===== src/bzm_params.svh =====
`ifndef BZM_PARAMS_SVH
`define BZM_PARAMS_SVH
// register indices, not byte addresses (printed offsets are not multiples of 4: index*4)
`define BZM_IDX_MUX_CONFIG       8'h41
`define BZM_IDX_LOADING_CONFIG   8'h42
`define BZM_IDX_ELECTRODE_ASSIGN 8'h43
`define BZM_IDX_SELFTEST_ERROR   8'h44
`define BZM_IDX_DC_LEAD_CONFIG   8'h50
`define BZM_IDX_MODE_CONFIG      8'h60
`define BZM_IDX_STATUS           8'h61
`define BZM_ADDR_W               10
// field positions
`define BZM_MUX_EN_BIT           1
`define BZM_CAL_EN_BIT           0
`define BZM_CAL_ONLY_BIT         2
`define BZM_INLOAD_BIT           0
`define BZM_PSENSE_LSB           6
`define BZM_NSENSE_LSB           4
`define BZM_PDRIVE_LSB           2
`define BZM_NDRIVE_LSB           0
`define BZM_LON_BIT              7
`define BZM_LOFF_BIT             6
`define BZM_EXT_LOFF_BIT         5
`define BZM_OOR_EN_BIT           4
`define BZM_IPOL_BIT             3
`define BZM_IMAG_LSB             0
`define BZM_IEN_BIT              2
`define BZM_QEN_BIT              3
`define BZM_OOR_FLAG_BIT         4
// reset values
`define BZM_RST_BYTE             8'h00
`define BZM_SELFTEST_TRIM        8'h00
`endif


===== src/bzm_pkg.sv =====
package bzm_pkg;
  typedef enum logic [1:0] {
    BZM_SEL_OUTER = 2'h0,
    BZM_SEL_A     = 2'h1,
    BZM_SEL_B     = 2'h2,
    BZM_SEL_RSVD  = 2'h3
  } bzm_sel_t;
  typedef enum logic [1:0] {
    BZM_DRV_CURRENT = 2'h0,
    BZM_DRV_VOLTAGE = 2'h1,
    BZM_DRV_HBRIDGE = 2'h2,
    BZM_DRV_CUR_ALT = 2'h3
  } bzm_drv_mode_t;
  // one-hot pin connect vector: outer, inner a, inner b
  typedef logic [2:0] bzm_pins_t;
endpackage


===== src/bzm_regs.sv =====
// Behaviour
// inload bit 1 enables input capacitive loading compensation, 0 disables
// assign register: psense 7:6, nsense 5:4, pdrive 3:2, ndrive 1:0
// psense code 0 outer, 1 inner a, 2 inner b, 3 reserved
// assignments act only with mux enabled; calibration disconnects electrodes
// nsense code 0 outer, 1 inner a, 2 inner b, 3 reserved
// current modes 0/3: pdrive code picks outer, inner a, inner b
// voltage or h-bridge mode: pdrive always on outer positive electrode
// current modes 0/3: ndrive code picks outer, inner a, inner b
// voltage or h-bridge mode: ndrive always on outer negative electrode
// software should use outer electrodes for drive at 64 uA or more
// self-test error register is 8-bit read-only two's complement trim
// software scales nominal resistance by one plus error over 512
// dc lead register: lon 7, loff 6, ext 5, oor 4, pol 3, mag 2:0
// lead-on detection runs only when enabled and both i and q off
// lead-off detection runs when enabled and i or q on
// external lead-off moves monitoring from sense nodes to inner b pins
// range monitor sets sticky out-of-range flag on large drive voltage
// polarity 0: positive sources, negative sinks; 1 inverted
// mux enable 0 disconnects every electrode and calibration pin
// writes to the self-test error register are ignored
// reserved code 3 is stored, read back, connects nothing
//
// Register access over Avalon-MM was decided locally.
`include "bzm_params.svh"
module bzm_regs (
  input  wire logic                     core_clk_i,
  input  wire logic                     resetn_i,
  input  wire logic                     clk_en_i,
  input  wire logic [`BZM_ADDR_W-1:0]   avs_address_i,
  input  wire logic                     avs_read_i,
  input  wire logic                     avs_write_i,
  input  wire logic [31:0]              avs_writedata_i,
  input  wire logic [3:0]               avs_byteenable_i,
  output logic      [31:0]              avs_readdata_o,
  output logic                          avs_waitrequest_o,
  output logic      [1:0]               avs_response_o,
  input  wire logic                     drive_large_i,
  output logic                          input_loading_comp_enable_o,
  output bzm_pkg::bzm_pins_t            pos_sense_pins_o,
  output bzm_pkg::bzm_pins_t            neg_sense_pins_o,
  output bzm_pkg::bzm_pins_t            pos_drive_pins_o,
  output bzm_pkg::bzm_pins_t            neg_drive_pins_o,
  output logic                          cal_pins_connect_o,
  output logic                          lead_on_detect_active_o,
  output logic                          lead_off_detect_active_o,
  output logic                          lead_off_on_inner_b_o,
  output logic                          drive_range_monitor_active_o,
  output logic                          lead_off_current_polarity_o,
  output logic      [2:0]               lead_off_current_magnitude_o,
  output logic                          drive_out_of_range_flag_o
);
  import bzm_pkg::*;

  logic [7:0]  mux_cfg;
  logic [7:0]  load_cfg;
  logic [7:0]  assign_reg;
  logic [7:0]  dc_cfg;
  logic [7:0]  mode_cfg;
  logic        oor_flag;
  logic        drv_sync1;
  logic        drv_sync2;
  logic        ack;
  logic        wait_q;
  logic [31:0] rdata;
  logic [1:0]  resp;
  logic [7:0]  next_mux_cfg;
  logic [7:0]  next_load_cfg;
  logic [7:0]  next_assign_reg;
  logic [7:0]  next_dc_cfg;
  logic [7:0]  next_mode_cfg;
  logic        next_oor_flag;
  logic        next_ack;
  logic        next_wait;
  logic [31:0] next_rdata;
  logic [1:0]  next_resp;
  logic [7:0]  idx;
  logic        req;
  logic        wr;
  logic        mapped;
  logic        sel_mux;
  logic        sel_load;
  logic        sel_assign;
  logic        sel_trim;
  logic        sel_dc;
  logic        sel_mode;
  logic        sel_status;

  // one wait cycle: take on the first edge, answer on the second
  assign idx = avs_address_i[9:2];
  assign req = (avs_read_i | avs_write_i) & ~ack;
  // write lands at the answer edge, while the master still holds it
  assign wr  = avs_write_i & avs_byteenable_i[0] & ack;

  // one decode per mapped register
  assign sel_mux    = (idx == `BZM_IDX_MUX_CONFIG);
  assign sel_load   = (idx == `BZM_IDX_LOADING_CONFIG);
  assign sel_assign = (idx == `BZM_IDX_ELECTRODE_ASSIGN);
  assign sel_trim   = (idx == `BZM_IDX_SELFTEST_ERROR);
  assign sel_dc     = (idx == `BZM_IDX_DC_LEAD_CONFIG);
  assign sel_mode   = (idx == `BZM_IDX_MODE_CONFIG);
  assign sel_status = (idx == `BZM_IDX_STATUS);
  // unmapped indices answer with a slave error instead of hanging the bus
  assign mapped = sel_mux | sel_load | sel_assign | sel_trim |
                  sel_dc | sel_mode | sel_status;

  always_comb begin
    next_mux_cfg    = mux_cfg;
    next_load_cfg   = load_cfg;
    next_assign_reg = assign_reg;
    next_dc_cfg     = dc_cfg;
    next_mode_cfg   = mode_cfg;
    next_ack        = req;
    next_wait       = ~req;
    next_resp       = 2'h0;
    next_rdata      = 32'h0000_0000;
    if (wr) begin
      unique case (idx)
        `BZM_IDX_MUX_CONFIG:       next_mux_cfg = avs_writedata_i[7:0];
        `BZM_IDX_LOADING_CONFIG:   next_load_cfg = avs_writedata_i[7:0];
        // reserved code 3 is kept as written; see R2
        `BZM_IDX_ELECTRODE_ASSIGN: next_assign_reg = avs_writedata_i[7:0];

        `BZM_IDX_DC_LEAD_CONFIG:   next_dc_cfg = avs_writedata_i[7:0];
        `BZM_IDX_MODE_CONFIG:      next_mode_cfg = avs_writedata_i[7:0];
        default: ; // trim and status are read-only
      endcase
    end
    if (req) begin
      if (!mapped)
        next_resp = 2'h2;
      if (avs_read_i) begin
        unique case (idx)
          `BZM_IDX_MUX_CONFIG:       next_rdata[7:0] = mux_cfg;
          `BZM_IDX_LOADING_CONFIG:   next_rdata[7:0] = load_cfg;
          `BZM_IDX_ELECTRODE_ASSIGN: next_rdata[7:0] = assign_reg;
          `BZM_IDX_SELFTEST_ERROR:
            next_rdata[7:0] = `BZM_SELFTEST_TRIM;
          `BZM_IDX_DC_LEAD_CONFIG:   next_rdata[7:0] = dc_cfg;
          `BZM_IDX_MODE_CONFIG:      next_rdata[7:0] = mode_cfg;
          `BZM_IDX_STATUS:
            next_rdata[`BZM_OOR_FLAG_BIT] = oor_flag;
          default: ;
        endcase
      end
    end
  end

  // sticky flag; a new event wins over the read-to-clear
  always_comb begin
    next_oor_flag = oor_flag;
    if (req && avs_read_i && idx == `BZM_IDX_STATUS)
      next_oor_flag = 1'b0;
    if (dc_cfg[`BZM_OOR_EN_BIT] && drv_sync2)
      next_oor_flag = 1'b1;
  end

  // two-flop synchroniser: only the second stage is read by logic
  always_ff @(posedge core_clk_i) begin
    if (!resetn_i) begin
      drv_sync1 <= 1'b0;
      drv_sync2 <= 1'b0;
    end else if (clk_en_i) begin
      drv_sync1 <= drive_large_i;
      drv_sync2 <= drv_sync1;
    end
  end

  always_ff @(posedge core_clk_i) begin
    if (!resetn_i) begin
      oor_flag <= 1'b0;
    end else if (clk_en_i) begin
      oor_flag <= next_oor_flag;
    end
  end

  // clk_en low also freezes a pending answer
  always_ff @(posedge core_clk_i) begin
    if (!resetn_i) begin
      mux_cfg    <= `BZM_RST_BYTE;
      load_cfg   <= `BZM_RST_BYTE;
      assign_reg <= `BZM_RST_BYTE;
      dc_cfg     <= `BZM_RST_BYTE;
      mode_cfg   <= `BZM_RST_BYTE;
      ack        <= 1'b0;
      wait_q     <= 1'b1;
      rdata      <= 32'h0000_0000;
      resp       <= 2'h0;
    end else if (clk_en_i) begin
      mux_cfg    <= next_mux_cfg;
      load_cfg   <= next_load_cfg;
      assign_reg <= next_assign_reg;
      dc_cfg     <= next_dc_cfg;
      mode_cfg   <= next_mode_cfg;
      ack        <= next_ack;
      wait_q     <= next_wait;
      rdata      <= next_rdata;
      resp       <= next_resp;
    end
  end

  // waitrequest high except in the answer cycle, kept in its own flop
  assign avs_waitrequest_o = wait_q;
  assign avs_readdata_o    = rdata;
  assign avs_response_o    = resp;

  // electrode routing
  function automatic bzm_pins_t decode_sel(input logic [1:0] code);
    unique case (bzm_sel_t'(code))
      BZM_SEL_OUTER: decode_sel = 3'b001;
      BZM_SEL_A:     decode_sel = 3'b010;
      BZM_SEL_B:     decode_sel = 3'b100;
      default:       decode_sel = 3'b000;
    endcase
  endfunction

  bzm_pins_t     next_psense;
  bzm_pins_t     next_nsense;
  bzm_pins_t     next_pdrive;
  bzm_pins_t     next_ndrive;
  logic          next_cal;
  logic          el_on;
  logic          fixed_drv;
  logic          meas_on;
  bzm_drv_mode_t drv_mode;

  logic          next_lon;
  logic          next_loff;
  logic          next_ext;
  logic          next_oor_act;
  logic          next_inload;
  logic          next_ipol;
  logic [2:0]    next_imag;
  logic          next_oor_out;

  always_comb begin
    drv_mode = bzm_drv_mode_t'(mode_cfg[1:0]);
    fixed_drv = (drv_mode == BZM_DRV_VOLTAGE) ||
                (drv_mode == BZM_DRV_HBRIDGE);
    // calibration drops electrodes entirely; see R4
    el_on = mux_cfg[`BZM_MUX_EN_BIT] & ~mux_cfg[`BZM_CAL_EN_BIT];
    next_cal = mux_cfg[`BZM_MUX_EN_BIT] & mux_cfg[`BZM_CAL_EN_BIT];
    next_psense = 3'b000;
    next_nsense = 3'b000;
    next_pdrive = 3'b000;
    next_ndrive = 3'b000;
    // all four nodes stay open unless the electrodes are switched in
    if (el_on) begin
      next_psense = decode_sel(assign_reg[7:6]);
      next_nsense = decode_sel(assign_reg[5:4]);
      // drive mode 3 routes like current mode 0
      if (fixed_drv) begin
        next_pdrive = 3'b001;
        next_ndrive = 3'b001;
      end else begin
        next_pdrive = decode_sel(assign_reg[3:2]);
        next_ndrive = decode_sel(assign_reg[1:0]);
      end
    end
    meas_on   = mode_cfg[`BZM_IEN_BIT] | mode_cfg[`BZM_QEN_BIT];
    next_lon  = dc_cfg[`BZM_LON_BIT] & ~meas_on;
    next_loff = dc_cfg[`BZM_LOFF_BIT] & meas_on;
    next_ext  = dc_cfg[`BZM_EXT_LOFF_BIT];
    next_oor_act = dc_cfg[`BZM_OOR_EN_BIT];
    next_inload  = load_cfg[`BZM_INLOAD_BIT];
    next_ipol    = dc_cfg[`BZM_IPOL_BIT];
    next_imag    = dc_cfg[`BZM_IMAG_LSB +: 3];
    next_oor_out = oor_flag;
  end

  // outputs registered: one cycle after the register write
  always_ff @(posedge core_clk_i) begin
    if (!resetn_i) begin
      input_loading_comp_enable_o  <= 1'b0;
      pos_sense_pins_o             <= 3'b000;
      neg_sense_pins_o             <= 3'b000;
      pos_drive_pins_o             <= 3'b000;
      neg_drive_pins_o             <= 3'b000;
      cal_pins_connect_o           <= 1'b0;
      lead_on_detect_active_o      <= 1'b0;
      lead_off_detect_active_o     <= 1'b0;
      lead_off_on_inner_b_o        <= 1'b0;
      drive_range_monitor_active_o <= 1'b0;
      lead_off_current_polarity_o  <= 1'b0;
      lead_off_current_magnitude_o <= 3'h0;
      drive_out_of_range_flag_o    <= 1'b0;
    end else if (clk_en_i) begin
      input_loading_comp_enable_o  <= next_inload;
      pos_sense_pins_o             <= next_psense;
      neg_sense_pins_o             <= next_nsense;
      pos_drive_pins_o             <= next_pdrive;
      neg_drive_pins_o             <= next_ndrive;
      cal_pins_connect_o           <= next_cal;
      lead_on_detect_active_o      <= next_lon;
      lead_off_detect_active_o     <= next_loff;
      lead_off_on_inner_b_o        <= next_ext;
      drive_range_monitor_active_o <= next_oor_act;
      lead_off_current_polarity_o  <= next_ipol;
      lead_off_current_magnitude_o <= next_imag;
      drive_out_of_range_flag_o    <= next_oor_out;
    end
  end
endmodule // bzm_regs


===== config.mk =====
export PLATFORM = sky130hd
export DESIGN_NAME = bzm_regs
export DESIGN_NICKNAME = d
export VERILOG_FILES = /design/src/bzm_pkg.sv /design/src/bzm_regs.sv
export VERILOG_INCLUDE_DIRS = /design/src
export SDC_FILE = /design/constraint.sdc
export NUM_CORES = 1
export LEC_CHECK = 0
export BUFFER_PORTS_ARGS = -buffer_cell sky130_fd_sc_hd__buf_4
export CAP_MARGIN = 30
export CORE_ASPECT_RATIO = 1.4
export CORE_MARGIN = 5
export CORE_UTILIZATION = 40
export CTS_BUF_LIST = sky130_fd_sc_hd__clkbuf_4
export DETAILED_ROUTE_END_ITERATION = 8
export PLACE_DENSITY = 0.65
export SETUP_SLACK_MARGIN = 0.4
export SYNTH_ARGS = -nofsm -noshare
export SYNTH_HDL_FRONTEND = slang
export SYNTH_SLANG_ARGS = --single-unit
export TNS_END_PERCENT = 1

===== constraint.sdc =====
create_clock -name core_clk_i -period 2.3 [get_ports core_clk_i]
set_clock_uncertainty 0.1 [all_clocks]
set_input_delay 0.23 -clock core_clk_i [delete_from_list [all_inputs] [get_ports core_clk_i]]
set_output_delay 0.23 -clock core_clk_i [all_outputs]
set_load 0.1 [all_outputs]

======== Yosys cells after proc, flatten, opt, wreduce, memory -nomap -nowiden ========
Index checks and enable logic that the tools add are counted.
word-level totals
  register bits ........................... 78
  input port bits ......................... 52
  output and inout bits ................... 58
  word-level logic and storage cells ...... 95
operators by class
  equality and inequality tests ........... 17
  multiplexer cells ....................... 19
  bitwise operators ....................... 19
  reduce and logical (&&, ||, !) cells .... 15
operators by type and width
  kind                  number
  $eq A8 B7 Y1 const B  7
  $pmux W3 S3           4
  $pmux W4 S5           1
  $mux W3               6
  $mux W8               2
  $pmux W3 S5           1
  $reduce_and A3 Y1     5
  $eq A2 B1 Y1 const B  5
  $eq A2 B2 Y1 const B  5
  $logic_not A2 Y1      4
  $or A1 B1 Y1          8
  $and A1 B1 Y1         7
  $pmux W1 S6           1
  $mux W2               2
  $not A1 Y1            4
  $logic_and A1 B1 Y1   3
  $mux W1               2
  $reduce_and A2 Y1     1
  $reduce_bool A2 Y1    1
  $logic_or A1 B1 Y1    1

======== Longest topological paths before layout ========
  word-level depth ........................ 9
  gate-level depth with buffers ........... 6
  gate-level depth less buffers ........... 4

======== Worst setup path before layout ========
No wires, ideal clock.
  path kind ............................... reg2reg
  start point ............................. register avs_readdata_o[4] (netlist name)
  end point ............................... register rdata[4] (netlist: avs_readdata_o[4])
  library setup time ...................... 59 ps
  arrival ................................. 1401 ps
  required time ........................... 2141 ps
  slack ................................... 740 ps
  cell stages (with the launch flop) ...... 5
  buffers on the path ..................... 0
  period minus slack after synthesis ...... 1560 ps
  cell sequence ........................... dfxtp_1 > nor2b_1 > nand2_1 > nand2_1 > o31a_1
RTL lines
  item                    line             RTL
  end signal: assignment  bzm_regs.sv:197  rdata <= next_rdata;
  end: declaration        bzm_regs.sv:65   logic [31:0] rdata;

======== Final worst setup path ========
  start point ............................. register mux_cfg[0]
  end point ............................... register pos_drive_pins_o[1]
between the ends
  longest elaborated chain between the ends .. 3
RTL lines
  item                      line             RTL
  start: declaration        bzm_regs.sv:55   logic [7:0] mux_cfg;
  start signal: assignment  bzm_regs.sv:180  mux_cfg <= `BZM_RST_BYTE;
  start signal: assignment  bzm_regs.sv:190  mux_cfg <= next_mux_cfg;
  $not A1 Y1                bzm_regs.sv:241  el_on = mux_cfg[`BZM_MUX_EN_BIT] & ~mux_cfg[`BZM_CAL_EN_BIT];
  $and A1 B1 Y1             bzm_regs.sv:241
  $mux W3                   bzm_regs.sv:248  if (el_on) begin
  end signal: assignment    bzm_regs.sv:291  pos_drive_pins_o <= next_pdrive;
  end: declaration          bzm_regs.sv:42   output bzm_pkg::bzm_pins_t pos_drive_pins_o,
Every way passes these cells.
A chain may end at the register's enable or synchronous reset.

==> summary.md <==
| Metric | Value |
|---|---|
| Worst path buffer plus inverter count | 0 |
| Placer congestion estimate | 0.802 |
| Largest net degree at the start of global routing | 49 |
| Initial antenna violation count | 0 |
| Fmax | 614 MHz |
| Horiz. Die Dim | between 80 and 90 um |
| Root Buffer | clkbuf_4 |
| Share of layout cells above drive strength 1 | 0.190 |
| Crit path time final | between 1.5 and 2 ns |
| Die H | roughly 120 um |
| Clock Tree Buf Depth | 2 |
| RSZ-0062 raised after global routing | no |
| DIE AREA | 0.0108 mm2 |
| Gr ovfl total | 0 |
| CP Launch Type | flip-flop |
| ANT cells | 0 |
| Status | finished, final reports clean |
| Synth Instances | 380 |
| Setup repair bufs after CTS | 0 |
| WL/cell | 15.5 um |
| Clk Latency, worst-skew pair | about 0.43 ns |
| Seq/Total Area, Yosys | 0.438 |
| # setup viols final | 0 |
| Period utilization | 0.708 |
| Crit end category | flip-flop |
| Worst Tran Pin Value | between 0.5 and 0.6 ns |
| First-pass GRT wire length | approximately 13 mm |
| Final HPWL DP | roughly 6.3 mm |
| Hold WS | slightly below 0.06 ns |
| Commonest non-fill, non-tap cell in the layout | dfxtp_1 |
| Worst path top cell family by delay | simple AND/OR/NAND/NOR gates |
| Max VDD drop | 260 uV |
| Post_cts resized | 0 |
| Most frequent cells in the layout | 77 x dfxtp_1, 64 x buf_4, 36 x nor2b_1, 34 x mux2i_1 |
| Buffers on Ports | 55 |
| Max Slew Vio Count | 0 |
| Number of vias per cell | between 5 and 6 |
| Fin. Hold Viols | 0 |
| CTS Sinks | 77 |
| Async set-reset flop share out of synthesis | 0 |
| Worst Reg-to-Reg Cells | 4 |
| WP depth | 4 |
| Leak | approximately 1.6 nW |
| Worst Path Required | ~2.6 ns |
| P&R area growth vs syn | 17.1% |
| R2r setup slk | between 0.6 and 0.7 ns |
| Initial Util | 0.409 |
| CTS Buf Count | 9 |
| Max-cap violations | 0 |
| Mapped Area | between 0.003 and 0.004 mm2 |
| CP max stage delay | 0.42 ns |
| Post-route setup TNS | 0 ns |
| Critical Path End | pos_drive_pins_o[1] |
| Setup crit start | mux_cfg[0] |
| GRT Util Overall | 0.161 |
| RR Endpoint | pos_drive_pins_o[1] |
| Area of the core | about 0.0086 mm2 |
| CP max FO | 9 |
| Clock-pin slew on the worst setup and hold paths | 0.12 ns |
| Worst path cell trace | nand3b_1 > or2_2 > nor3b_1 > o21a_1 |
| CTS tree | yes |
| DRC viols | 0 |
| CP arrival | roughly 1.9 ns |
| Routed via count | 2785 |
| Row cnt | 40 |
| EDFF count, synth | 0 |
| Post-synth top flop | dfxtp_1 |
| Pre-antenna DRT Iters | 4 |
| Final Routed Wirelength | ~8.5 mm |
| Number of fill cells | 877 |
| HP Class | primary input to flip-flop |
| Reg2Reg Launch Point | mux_cfg[0] |
| Synthesis Warnings | 0 |
| Antenna-violating nets left | 0 |
| Boundary Pins | 110 |
| Crit Path Class | flip-flop to flip-flop |
| Rel. slew slack | 0.642 |
| Slowest CP cell | or2_2 |
| Final layout net count | 491 |
| Initial DRC count | 221 |
| Synth Area per Inst | 9.26 um2 |
| Number of distinct library cells after synthesis | 42 |
| Yosys reg bits | 77 |
| PD cells | 572 mW/mm2 |
| Number of global-route vias before repair | around 2.6k |
| H-Tree Depth | 3 |
[per-stage QoR]
step | power [mW] | setup WS [ns] | utilization | cells | area (um2)
finish | 2.36 | 0.672 | 0.479 | 547 | 4120
global route | 2.46 | 0.544 | 0.479 | 547 | 4120
CTS | 2.40 | 0.652 | 0.479 | 547 | 4120
detailed placement | 1.72 | 0.516 | 0.457 | 524 | 3930
global placement | 1.71 | 0.569 | 0.457 | 524 | 3930
floorplan | 1.68 | 0.740 | - | 404 | 3610
[report_power, final]
part	switching, mW	internal, mW
sequential	0.00328	1.34
combinational	0.285	0.0728
clock	0.452	0.205
[worst min path at each step]
stage / startpoint / to / slack, ns / cells past startpoint
2_1_floorplan: drive_large_i / drv_sync1 / 0.30 / 2
3_3_place_gp: mux_cfg[4] / mux_cfg[4] / 0.34 / 2
3_5_place_dp: avs_readdata_o[6] / avs_readdata_o[6] / 0.35 / 2
4_1_cts: avs_write_i / avs_waitrequest_o / 0.04 / 3
5_1_grt: avs_read_i / avs_readdata_o[4] / 0.06 / 4
6_report: avs_write_i / avs_waitrequest_o / 0.06 / 3
[synth_stat cells, types with 2 or more instances]
library cell | n | share of area
clkbuf_1 | 15 | 0.016
o21a_1 | 6 | 0.013
nand2b_1 | 2 | 0.0036
nand3_1 | 28 | 0.040
dfxtp_1 | 77 | 0.44
o21ai_1 | 19 | 0.027
o2bb2ai_1 | 8 | 0.020
buf_2 | 4 | 0.0057
nand4_1 | 2 | 0.0036
a22o_1 | 7 | 0.017
a21oi_1 | 4 | 0.0057
o32ai_1 | 3 | 0.0075
nor2_1 | 10 | 0.011
o211ai_1 | 2 | 0.0043
and4_1 | 2 | 0.0050
nand4b_1 | 2 | 0.0050
nor4b_4 | 3 | 0.020
nor2b_1 | 36 | 0.064
inv_1 | 6 | 0.0064
o21ai_0 | 14 | 0.020
and2_1 | 6 | 0.011
a22oi_1 | 8 | 0.017
buf_4 | 26 | 0.055
buf_1 | 4 | 0.0043
a21boi_0 | 3 | 0.0064
nor3b_1 | 5 | 0.011
o22ai_1 | 3 | 0.0053
mux2i_1 | 34 | 0.097
nand2_1 | 28 | 0.030
[final cells by class]
class	count	area [um2]	share of cell area
repair buffers	73	571	0.138
clock buffers	9	67.6	0.0164
multi-input cells	272	1760	0.426
inverters	6	22.5	0.00547
well taps	105	131	0.0319
flip-flops and latches	77	1540	0.374
clock inverters	5	30.0	0.00729
[worst min-delay path: cells and delay by family]
kind                   cells  cell delay [ns]
AO/OA/AOI/OAI              2             0.25
buffers and inverters      1             0.08
[per-layer routing]
layer	wire length, um	share of wire	track usage
met2	4270	0.50	0.266
met5	0	0	0
met4	264	0.031	0.0754
met1	3380	0.40	0.188
met3	572	0.067	0.0455
[repair_timing]
action,in CTS,in global routing
hold buffers,9,0
endpoints found under the hold margin,9,0
endpoints found under the setup margin,0,0
[cells by family (layout without fill, tap and decap cells)]
group / after synthesis / in the layout / share of synthesized area
compound gates: 80 / 80 / 0.151
xor+xnor: 1 / 1 / 0.00249
buf+inv: 55 / 93 / 0.0879
mux: 34 / 34 / 0.0968
flops: 77 / 77 / 0.438
simple gates: 132 / 132 / 0.223
other cells: 1 / 25 / 0.00107
Power figures use the tool's default switching activity.
